File: config.mk
export PLATFORM = sky130hd
export DESIGN_NAME = acr_top
export DESIGN_NICKNAME = d
export VERILOG_FILES = /design/src/verilog/acr_pkg.sv /design/src/verilog/acr_sar_if.sv /design/src/verilog/acr_sar.sv /design/src/verilog/acr_top.sv
export SDC_FILE = /design/constraint.sdc
export NUM_CORES = 1
export LEC_CHECK = 0
export BUFFER_PORTS_ARGS = -buffer_cell sky130_fd_sc_hd__buf_2
export CORE_MARGIN = 10
export CORE_UTILIZATION = 43
export CTS_CLUSTER_DIAMETER = 30
export DETAILED_ROUTE_END_ITERATION = 7
export GPL_TIMING_DRIVEN = 0
export PLACE_DENSITY = 0.65
export SLEW_MARGIN = 25
export SYNTH_ARGS = -nofsm -noshare
export SYNTH_HDL_FRONTEND = slang
export SYNTH_SLANG_ARGS = --single-unit
export TNS_END_PERCENT = 20
File: constraint.sdc
create_clock -name clk_i -period 4.4 [get_ports clk_i]
set_input_delay 0.88 -clock clk_i [delete_from_list [all_inputs] [get_ports clk_i]]
set_output_delay 0.88 -clock clk_i [all_outputs]
set_load 0.02 [all_outputs]
File: src/verilog/acr_pkg.sv
/*
  constants for the converter control block: register offsets, field positions,
  reset values and timing counts.
  assumes a 16-bit i/o address and 4-bit data on the register port.
*/
package acr_pkg;
  // ****************************************
  // register map
  // ****************************************
  localparam logic [15:0] ACR_CTRL_ADDR = 16'hff68;
  localparam logic [15:0] ACR_PINEN_ADDR = 16'hff69;
  localparam logic [15:0] ACR_RES_LO_ADDR = 16'hff6a;
  localparam logic [15:0] ACR_RES_HI_ADDR = 16'hff6b;
  localparam logic [15:0] ACR_MASK_ADDR = 16'hffe7;
  localparam logic [15:0] ACR_FLAG_ADDR = 16'hfff7;
  // ****************************************
  // field positions
  // ****************************************
  localparam int ACR_CHS_LSB = 0;
  localparam int ACR_CLKSEL_BIT = 2;
  localparam int ACR_START_BIT = 3;
  localparam int ACR_IRQ_BIT = 0;
  // ****************************************
  // reset values
  // ****************************************
  localparam logic [1:0] ACR_CHS_RST = 2'h0;
  localparam logic ACR_CLKSEL_RST = 1'b0;
  localparam logic [3:0] ACR_PINEN_RST = 4'h0;
  localparam logic ACR_MASK_RST = 1'b0;
  localparam logic ACR_FLAG_RST = 1'b0;
  // ****************************************
  // timing
  // ****************************************
  // successive approximation: one sample tick then 8 bit steps, plus hold margin
  localparam logic [4:0] ACR_CONV_TICKS = 5'h14;
  localparam logic [7:0] ACR_PRS_RST = 8'h00;
  typedef enum logic [1:0] {ACR_IDLE, ACR_SAMPLE, ACR_CONVERT, ACR_STORE} acr_state_t;
endpackage

File: src/verilog/acr_sar_if.sv
/*
  interface between the register block and the successive-approximation sequencer.
  assumes both ends share clk_i.
*/
interface acr_sar_if;
  logic start;
  logic clk_sel;
  logic [7:0] prs_div;
  logic busy;
  logic done;
  logic [7:0] result;
  logic [3:0] trial;
  logic cmp_hi;
  logic tick;
  modport ctrl (output start, output clk_sel, output prs_div, input busy, input done,
    input result, input trial, input tick);
  modport sar (input start, input clk_sel, input prs_div, output busy, output done,
    output result, output trial, output tick, input cmp_hi);
endinterface

File: src/verilog/acr_sar.sv
/*
  successive-approximation sequencer with gated conversion-clock ticks.
  assumes the analog comparator answer cmp_hi is valid at each tick.
*/
module acr_sar
  import acr_pkg::*;
(
  input wire logic clk_i,
  input wire logic rst_i,
  acr_sar_if.sar sar
);
  typedef struct packed {
    acr_state_t st;
    logic [7:0] div_cnt;
    logic div_tgl;
    logic [3:0] bit_idx;
    logic [7:0] approx;
    logic done;
  } acr_sar_state_t;

  acr_sar_state_t s_r;
  acr_sar_state_t s_nxt;
  logic tick;

  // ****************************************
  // conversion clock enable
  // ****************************************
  // ticks only while busy: the divider is held idle between conversions
  always_comb
  begin
    if (sar.clk_sel)
      tick = s_r.div_tgl; // osc/2
    else
      tick = (s_r.div_cnt == sar.prs_div); // osc/(div+1)
  end

  // ****************************************
  // sequencer
  // ****************************************
  always_comb
  begin
    s_nxt = s_r;
    s_nxt.done = 1'b0;
    if (s_r.st != ACR_IDLE)
    begin
      s_nxt.div_tgl = ~s_r.div_tgl;
      s_nxt.div_cnt = tick ? 8'h00 : s_r.div_cnt + 8'h01;
    end
    case (s_r.st)
      ACR_IDLE:
      begin
        s_nxt.div_cnt = 8'h00;
        s_nxt.div_tgl = 1'b0;
        if (sar.start)
        begin
          // trial index 8 marks the sampling window for the hold switch
          s_nxt.st = ACR_SAMPLE;
          s_nxt.bit_idx = 4'h8;
        end
      end
      ACR_SAMPLE:
        if (tick)
        begin
          s_nxt.st = ACR_CONVERT;
          s_nxt.bit_idx = 4'h7;
          s_nxt.approx = 8'h80;
        end
      ACR_CONVERT:
        if (tick)
        begin
          // keep the trial bit when input is at or above the dac level
          if (!sar.cmp_hi)
            s_nxt.approx[s_r.bit_idx[2:0]] = 1'b0;
          if (s_r.bit_idx == 4'h0)
            s_nxt.st = ACR_STORE;
          else
          begin
            s_nxt.bit_idx = s_r.bit_idx - 4'h1;
            s_nxt.approx[s_r.bit_idx[2:0] - 3'h1] = 1'b1;
          end
        end
      ACR_STORE:
      begin
        s_nxt.done = 1'b1;
        s_nxt.st = ACR_IDLE;
      end
      default:
        s_nxt.st = ACR_IDLE;
    endcase
  end

  always_ff @(posedge clk_i)
  begin
    if (rst_i)
    begin
      s_r.st <= ACR_IDLE;
      s_r.div_cnt <= 8'h00;
      s_r.div_tgl <= 1'b0;
      s_r.bit_idx <= 4'h0;
      s_r.approx <= 8'h00;
      s_r.done <= 1'b0;
    end
    else
      s_r <= s_nxt;
  end

  assign sar.busy = (s_r.st != ACR_IDLE);
  assign sar.done = s_r.done;
  assign sar.result = s_r.approx;
  assign sar.trial = s_r.bit_idx;
  assign sar.tick = tick & (s_r.st != ACR_IDLE);
endmodule

File: src/verilog/acr_top.sv
/*
  converter control and status registers with the conversion sequencer.
  assumes a cpu port with one-cycle strobes and read data in the next cycle only.
*/
// Design decision made here: the address-and-strobe port.
// Contract
// - four pin enables route port pins to the converter; clear at reset.
// - two-bit channel select picks input 0..3; resets to zero.
// - clock select 1 picks osc/2, 0 picks prescaler; readable, reset 0.
// - writing start 1 while idle begins conversion of the selected channel; 0, or 1 while busy, ignored.
// - start bit is write-only and always reads zero.
// - 8-bit result in two read-only nibbles, low nibble at lower address.
// - result is not reset; undefined until first conversion completes.
// - interrupt mask is read-write, 1 enables, clears at reset.
// - completion sets the flag regardless of mask; cleared at reset.
// - interrupt request only while flag and mask are both one.
// - writing 1 clears the flag, writing 0 leaves it.
// - unused upper three bits of mask and flag read as zero.
// - prescaler-clocked conversion time scales with divisor setting.
// - flag sets in the same cycle as the result is written, marking conversion end.
// - prescaler conversion clock is oscillator over divisor plus one.
// - eight-bit successive approximation with sample and hold.
module acr_top
  import acr_pkg::*;
(
  input wire logic clk_i,
  input wire logic rst_i,
  input wire logic [15:0] addr_i,
  input wire logic [3:0] wdata_i,
  input wire logic wr_i,
  input wire logic rd_i,
  output logic [3:0] rdata_o,
  input wire logic [7:0] prescaler_divisor_i,
  input wire logic cmp_hi_i,
  output logic [3:0] analog_pin_enable_o,
  output logic [1:0] analog_input_sel_o,
  output logic [7:0] dac_level_o,
  output logic sample_hold_o,
  output logic conv_busy_o,
  output logic conv_irq_o
);
  typedef struct packed {
    logic [1:0] chs;
    logic clk_sel;
    logic [3:0] pin_en;
    logic [7:0] result;
    logic mask;
    logic flag;
    logic start;
    logic [3:0] rdata;
  } acr_regs_t;

  acr_regs_t r_r;
  acr_regs_t r_nxt;
  acr_sar_if sif ();

  // address compare used by both the write and read paths
  function automatic logic hit(input logic [15:0] a, input logic [15:0] reg_addr);
    hit = (a == reg_addr);
  endfunction

  // ****************************************
  // sequencer
  // ****************************************
  acr_sar u_sar (
    .clk_i(clk_i),
    .rst_i(rst_i),
    .sar(sif)
  );
  assign sif.cmp_hi = cmp_hi_i;
  assign sif.start = r_r.start;
  assign sif.clk_sel = r_r.clk_sel;
  assign sif.prs_div = prescaler_divisor_i;

  // ****************************************
  // register file
  // ****************************************
  always_comb
  begin
    r_nxt = r_r;
    r_nxt.start = 1'b0;
    r_nxt.rdata = 4'h0;
    if (wr_i)
    begin
      if (hit(addr_i, ACR_CTRL_ADDR))
      begin
        r_nxt.chs = wdata_i[ACR_CHS_LSB +: 2];
        r_nxt.clk_sel = wdata_i[ACR_CLKSEL_BIT];
        // a start while busy is dropped so a running conversion is not torn
        r_nxt.start = wdata_i[ACR_START_BIT] & ~sif.busy;
      end
      if (hit(addr_i, ACR_PINEN_ADDR))
        r_nxt.pin_en = wdata_i;
      if (hit(addr_i, ACR_MASK_ADDR))
        r_nxt.mask = wdata_i[ACR_IRQ_BIT];
      if (hit(addr_i, ACR_FLAG_ADDR) && wdata_i[ACR_IRQ_BIT])
        r_nxt.flag = 1'b0;
    end
    // completion wins over a same-cycle clear
    if (sif.done)
    begin
      r_nxt.result = sif.result;
      r_nxt.flag = 1'b1;
    end
    if (rd_i)
    begin
      if (hit(addr_i, ACR_CTRL_ADDR))
        r_nxt.rdata = {1'b0, r_r.clk_sel, r_r.chs};
      else if (hit(addr_i, ACR_PINEN_ADDR))
        r_nxt.rdata = r_r.pin_en;
      else if (hit(addr_i, ACR_RES_LO_ADDR))
        r_nxt.rdata = r_r.result[3:0];
      else if (hit(addr_i, ACR_RES_HI_ADDR))
        r_nxt.rdata = r_r.result[7:4];
      else if (hit(addr_i, ACR_MASK_ADDR))
        r_nxt.rdata = {3'h0, r_r.mask};
      else if (hit(addr_i, ACR_FLAG_ADDR))
        r_nxt.rdata = {3'h0, r_r.flag};
    end
  end

  // result is left out of reset on purpose: it is undefined until first done
  always_ff @(posedge clk_i)
  begin
    if (rst_i)
    begin
      r_r.chs <= ACR_CHS_RST;
      r_r.clk_sel <= ACR_CLKSEL_RST;
      r_r.pin_en <= ACR_PINEN_RST;
      r_r.mask <= ACR_MASK_RST;
      r_r.flag <= ACR_FLAG_RST;
      r_r.start <= 1'b0;
      r_r.rdata <= 4'h0;
      r_r.result <= r_nxt.result;
    end
    else
      r_r <= r_nxt;
  end

  // ****************************************
  // outputs
  // ****************************************
  assign rdata_o = r_r.rdata;
  assign analog_pin_enable_o = r_r.pin_en;
  assign analog_input_sel_o = r_r.chs;
  assign dac_level_o = sif.result;
  // hold switch open only in the sampling step, not in the last bit or store
  assign sample_hold_o = sif.busy && (sif.trial == 4'h8);
  assign conv_busy_o = sif.busy;
  assign conv_irq_o = r_r.flag & r_r.mask;

  // ****************************************
  // checks
  // ****************************************
  ctrl_read_zero_a: assert property (@(posedge clk_i) disable iff (rst_i)
    rd_i && addr_i == ACR_CTRL_ADDR |=> rdata_o[3] == 1'b0)
    else $error("start bit read as one");
  hi_bits_zero_a: assert property (@(posedge clk_i) disable iff (rst_i)
    rd_i && (addr_i == ACR_MASK_ADDR || addr_i == ACR_FLAG_ADDR) |=> rdata_o[3:1] == 3'h0)
    else $error("unused bits not zero");
  flag_set_a: assert property (@(posedge clk_i) disable iff (rst_i)
    sif.done |=> r_r.flag)
    else $error("flag not set on completion");
  flag_clear_a: assert property (@(posedge clk_i) disable iff (rst_i)
    wr_i && addr_i == ACR_FLAG_ADDR && wdata_i[0] && !sif.done |=> !r_r.flag)
    else $error("flag not cleared");
  flag_keep_a: assert property (@(posedge clk_i) disable iff (rst_i)
    wr_i && addr_i == ACR_FLAG_ADDR && !wdata_i[0] && r_r.flag |=> r_r.flag)
    else $error("flag cleared by zero");
  irq_gate_a: assert property (@(posedge clk_i) disable iff (rst_i)
    sif.done && r_r.mask && !(wr_i && addr_i == ACR_MASK_ADDR) |=> conv_irq_o)
    else $error("irq not raised on completion");
  start_busy_a: assert property (@(posedge clk_i) disable iff (rst_i)
    wr_i && addr_i == ACR_CTRL_ADDR && wdata_i[3] && !conv_busy_o |=> ##1 conv_busy_o)
    else $error("start did not begin");
  result_load_a: assert property (@(posedge clk_i) disable iff (rst_i)
    sif.done |=> r_r.result == $past(sif.result))
    else $error("result not stored");
  result_hold_a: assert property (@(posedge clk_i) disable iff (rst_i)
    !sif.done |=> $stable(r_r.result))
    else $error("result changed");
  pin_read_a: assert property (@(posedge clk_i) disable iff (rst_i)
    rd_i && addr_i == ACR_PINEN_ADDR |=> rdata_o == $past(analog_pin_enable_o))
    else $error("pin enable readback");
  mask_wr_a: assert property (@(posedge clk_i) disable iff (rst_i)
    wr_i && addr_i == ACR_MASK_ADDR |=> r_r.mask == $past(wdata_i[0]))
    else $error("mask not written");
  chs_wr_a: assert property (@(posedge clk_i) disable iff (rst_i)
    wr_i && addr_i == ACR_CTRL_ADDR |=> analog_input_sel_o == $past(wdata_i[1:0]))
    else $error("channel not written");
  osc_len_a: assert property (@(posedge clk_i) disable iff (rst_i)
    $rose(conv_busy_o) && r_r.clk_sel |-> conv_busy_o [*8] ##1 conv_busy_o [*8])
    else $error("osc2 conversion too short");
  idle_tick_a: assert property (@(posedge clk_i) disable iff (rst_i)
    !conv_busy_o |=> $stable(dac_level_o))
    else $error("converter stepped while idle");
  hold_open_a: assert property (@(posedge clk_i) disable iff (rst_i)
    $rose(conv_busy_o) |-> sample_hold_o)
    else $error("sample window not opened");
  hold_close_a: assert property (@(posedge clk_i) disable iff (rst_i)
    sample_hold_o && sif.tick |=> !sample_hold_o && conv_busy_o)
    else $error("sample window not closed");
endmodule
## Yosys cells after proc, flatten, opt, wreduce, memory -nomap -nowiden

Cells that the tools add are included.

| storage, ports and cells | value |
|---|---|
| word-level logic and storage cells | 102 |
| output and inout bits | 21 |
| bits in registers | 46 |
| input bits | 33 |

| cells by class | value |
|---|---|
| $lt $le $gt $ge | 4 |
| reductions and logical operators | 22 |
| bitwise operators | 10 |
| eq/ne operators | 16 |
| add/sub/neg operators | 3 |
| multiplexer cells | 32 |

Operators by type and width:

| operator | count |
|---|---|
| == test 16 bit, second input constant | 6 |
| two-way mux 8 bit | 5 |
| two-way mux 12 bit | 3 |
| two-way mux 4 bit | 5 |
| one-hot mux 8 bit (2 select lines) | 1 |
| one-hot mux 4 bit (3 select lines) | 1 |
| two-way mux 2 bit | 5 |
| two-way mux 1 bit | 9 |
| adder 8 x 1 -> 8 bit, second input constant | 1 |
| bitwise AND 8 bit | 1 |
| == test 8 bit | 1 |
| less-than comparator 3 x 4 -> 1 bit, second input constant | 2 |
| NOT 8 bit | 1 |
| bitwise OR 8 bit | 1 |
| one-hot mux 2 bit (4 select lines) | 1 |
| AND reduction 2 bit | 4 |
| nonzero test 2 bit | 4 |
| demux 1 bit (select 3 bit) | 2 |
| greater-or-equal comparator 3 x 1 -> 1 bit, second input constant | 2 |
| != test 2 x 1 -> 1 bit, second input constant | 3 |
| OR reduction 3 bit | 2 |
| NOT 1 bit | 5 |
| AND reduction 5 bit | 1 |
| == test 2 bit, second input constant | 2 |
| 13 further kinds | 19 |

## Longest topological paths before layout

| logic depth | value |
|---|---|
| depth in word-level cells | 13 |
| depth in mapped cells | 9 |
| gate-level depth less buffers | 7 |

## Cells and area by module

A second synthesis with hierarchy kept.

| unflattened totals | value |
|---|---|
| cells, all modules | 293 |
| area, all modules | 2598.7 um2 |

Modules (own cells, without submodules):

| module | cells each | area an instance (um2) | sequential area each (um2) | instances |
|---|---|---|---|---|
| acr_sar | 181 | 1505.2 | 480.5 | 1 |
| acr_top | 112 | 1093.5 | 520.5 | 1 |

## Least setup slack after synthesis

Ideal clock, no wire load.

| timing | value |
|---|---|
| path type | reg-to-output |
| from | register u_sar.s_r[22] (netlist name) |
| to | output port sample_hold_o |
| stages on the path, launching flop included | 5 |
| required time | 3.520 ns |
| arrival | 1.618 ns |
| buffers on the path | 1 |
| slack | 1.902 ns |
| cells stage by stage | dfxtp_1 inv_1 ha_1 clkbuf_1 nor4bb_1 |

| on the way | value |
|---|---|
| cells in the longest elaborated chain, start to end | 2 |

Ends and longest elaborated chain:

| element | RTL line | RTL |
|---|---|---|
| start, declared | acr_sar.sv:21 | `acr_sar_state_t s_r;` |
| start signal, assigned | acr_sar.sv:104 | `s_r <= s_nxt;` |
| nonzero test 2 bit | acr_sar.sv:107 | `assign sar.busy = (s_r.st != ACR_IDLE);` |
| logical AND 1 bit | acr_top.sv:148 | `assign sample_hold_o = sif.busy && (sif.trial == 4'h8);` |
| end, declared | acr_top.sv:38 | `output logic sample_hold_o,` |

Every way passes these cells.

## Worst setup path in the final report

Same ends and word-level chain as after synthesis.

==> impl_metrics.yaml <==
status:
  status: "complete, no violations"
setup_path:
  required_ns: 3.52
  cp_cell_sequence: "inv_1, ha_1, clkbuf_1, nor4bb_1, buf_2"
  crit_fanout: 10
  cp-end-kind: "output pin"
  critPathKind: "flip-flop to output pin"
  path_delay_family: "buffers and inverters"
  setup.worst_path.start_class: "flip-flop"
  critPathMaxStageDelay_ns: 0.39
  arrival_ns: 1.89
  slowest_stage: "dfxtp_1"
  worst-path-buf-inv: 3
route:
  wl_um: 6021
  drt-initial-drc-count: 93
  routedWlPerCell_um: 15.09
  dr_total_vias: 2113
  ant_nets: 0
  drt-pass1-iter-count: 4
  vias_per_cell: 5.296
  drc: 0
clock_tree:
  cts-root-buf: "clkbuf_8"
  cts_buffer_depth: 2
  clock-sinks: 46
  cts.htree.levels: 2
  postCtsSetupRepairBufs: 0
  clkTransAtPathRegs_ns: 0.09
  cts_buffers: 5
  clk_latency_ns: 0.30
  cts_resized: 0
  cts_hold_buf: 0
  cts_tree: "done"
logic_synthesis:
  syn_avg_cell_area_um2: 9.379
  synth_edf_count: 8
  netlist_area_mm2: 0.002514
  yosys.cell_types.count: 51
  ys_warn_count: 0
  synthFlopType: "dfxtp_1"
  yosysSeqAreaShare: 0.3982
  syn-num-nets: 308
  postSynthCellCount: 268
  ys_seq_elements: 46
  synthArstFlopShare: 0
layout:
  num_antenna_cells: 0
  instances_no_fill: 399
  synthToLayoutAreaGrowth_pct: 17.42
  layout-drive-gt1-share: 0.2813
  final_cell_mix: "52 x buf_2, 38 x dfxtp_1, 20 x nor2_1"
  fill_cells: 566
  final_common_cell: "buf_2"
  fin_nets: 366
sta:
  rsz0062_at_grt: "false"
  finalSetupTns_ns: 0
  min_period_ns: 2.765
  clock.fmax_mhz: 361.6
  finalSetupViolCount: 0
  relSlewSlack: 0.5419
  final_max_slew_viol_count: 0
  skew_ns: 0.006826
  hold_viol_final: 0
  worstMarginPinSlew_ns: 0.6819
  setup_ws_ns: 1.635
  fin_crit_sh: 0.6285
floorplanning:
  start_util: 0.4510
  ios: 54
  core.rowCount: 27
  die_y_um: 96.46
  die-area_mm2: 0.009304
  core_mm2: 0.005574
  die_width_um: 96.46
worst_hold_path:
  min_path_type: "flip-flop to flip-flop"
job:
  maxCapViolations: 0
placement:
  hpwl_um: 4764
  placed_cells: 391
  io_buffers: 51
  post-place-ws_ns: 1.894
  gp_congestion: 0.8598
power_and_ir_drop:
  pwr-share-clk: 0.363
  power.density_mw_per_mm2: 248.8
  vdd_drop_max_v: 0.0001048
  combinationalPowerShare: 0.057
  p_leak_nw: 1.239
  internal-power_w: 0.0005590
  swShare: 0.2388
  seq_power_share: 0.580
  p_sw_w: 0.0001753
global_routing:
  antenna_found_initial: 0
  grt_pass1_wl_um: 9735
  grt_usage: 0.1299
  grt-ovfl-total: 0
  first_global_vias: 2003
  grt_start_max_net_pins: 17
==> final cells by class <==
| cell class | instances | area [um^2] | area share |
|---|---|---|---|
| Inverter | 9 | 33.78 | 0.01145 |
| Timing Repair Buffer | 51 | 255.2 | 0.08648 |
| Sequential cell | 46 | 1001 | 0.3391 |
| Clock inverter | 3 | 23.77 | 0.008054 |
| Clock buffer | 5 | 68.82 | 0.02331 |
| Buffer | 31 | 185.2 | 0.06274 |
| Tap cell | 72 | 90.09 | 0.03052 |
| Multi-Input combinational cell | 182 | 1294 | 0.4383 |
==> layer usage <==
layer  wire [um]  track usage  vias to the layer above
met3         582      0.03778                        4
met2        2707       0.2038                       52
met5           0            0                        -
met1        2699       0.1709                      980
met4          31      0.03390                        0
li1            -            -                     1077
==> stage by stage <==
| stage | hold slack, ns | total power, W | utilization | instance area (um^2) |
|---|---|---|---|---|
| 4_1_cts | 0.4533 | 0.0007406 | 0.5295 | 2952 |
| 2_1_floorplan | 0.4149 | 0.0004560 | - | 2514 |
| 6_report | 0.4530 | 0.0007343 | 0.5295 | 2952 |
| 5_1_grt | 0.4963 | 0.0007636 | 0.5295 | 2952 |
| 3_5_place_dp | 0.4316 | 0.0004776 | 0.5129 | 2859 |
| 3_3_place_gp | 0.4394 | 0.0004770 | 0.5129 | 2859 |
==> cell families (layout without fill, tap and decap cells) <==
logic type	count (synthesis)	in the layout	synth area share
compound gates	46	46	0.1230
xor+xnor	13	13	0.04829
fa+ha+maj	7	7	0.03484
buf+inv	40	99	0.08710
flops	46	46	0.3982
mux	18	18	0.08810
simple gates	98	98	0.2205
==> flip-flops by register name (all words and copies together) (netlist names), 2 cells and up <==
register / count
u_sar.s_r: 11
r_r: 10
u_sar.sar.result: 8
analog_pin_enable_o: 4
rdata_o: 4
u_sar.sar.trial: 4
analog_input_sel_o: 2
==> path summary, 6_finish.rpt <==
check	to	start	slack [ns]	cells after the start
max	sample_hold_o	u_sar.s_r[22]	1.63	5
min	u_sar.s_r[13]	u_sar.s_r[13]	0.45	1
max reg2reg	u_sar.sar.trial[1]	u_sar.sar.trial[0]	1.95	7
min reg2reg	u_sar.s_r[13]	u_sar.s_r[13]	0.45	1
==> power groups by stage <==
stage	registers [W]	logic, W	clock network (W)
floorplan	0.000436	0.0000202	0
global placement	0.000436	0.0000412	0
detailed placement	0.000436	0.0000418	0
CTS	0.000426	0.0000421	0.000273
global route	0.000426	0.0000459	0.000292
finish	0.000426	0.0000416	0.000267
==> worst reg2reg max path: stages, from the launching register on <==
cell      delay [ns]
dfxtp_1         0.32
clkbuf_1        0.21
inv_1           0.20
ha_1            0.24
or3b_2          0.45
clkbuf_1        0.19
a32oi_1         0.54
mux2i_1         0.26
==> cells in the mapped netlist (2+ instances only) <==
master | number | area share
edfxtp_1 | 8 | 0.096
nor2b_1 | 11 | 0.027
mux2i_1 | 12 | 0.048
o211ai_1 | 4 | 0.012
nor4bb_1 | 2 | 0.0080
nand2b_1 | 3 | 0.0075
nor2_1 | 20 | 0.030
mux2_2 | 3 | 0.013
a41oi_1 | 2 | 0.0070
dfxtp_1 | 38 | 0.30
nor4_1 | 9 | 0.022
xnor2_1 | 9 | 0.031
xor2_1 | 3 | 0.010
mux4_2 | 3 | 0.027
a21oi_1 | 12 | 0.024
a31oi_1 | 4 | 0.010
nor3_1 | 7 | 0.014
and2_1 | 2 | 0.0050
nand2_1 | 15 | 0.022
o21ai_0 | 11 | 0.022
nand3_1 | 7 | 0.014
nand4b_1 | 5 | 0.017
and4_1 | 2 | 0.0070
nand4_1 | 6 | 0.015
inv_1 | 9 | 0.013
clkbuf_1 | 12 | 0.018
or3_1 | 2 | 0.0050
ha_1 | 7 | 0.035
buf_4 | 18 | 0.054
Power figures use the tool's default switching activity.
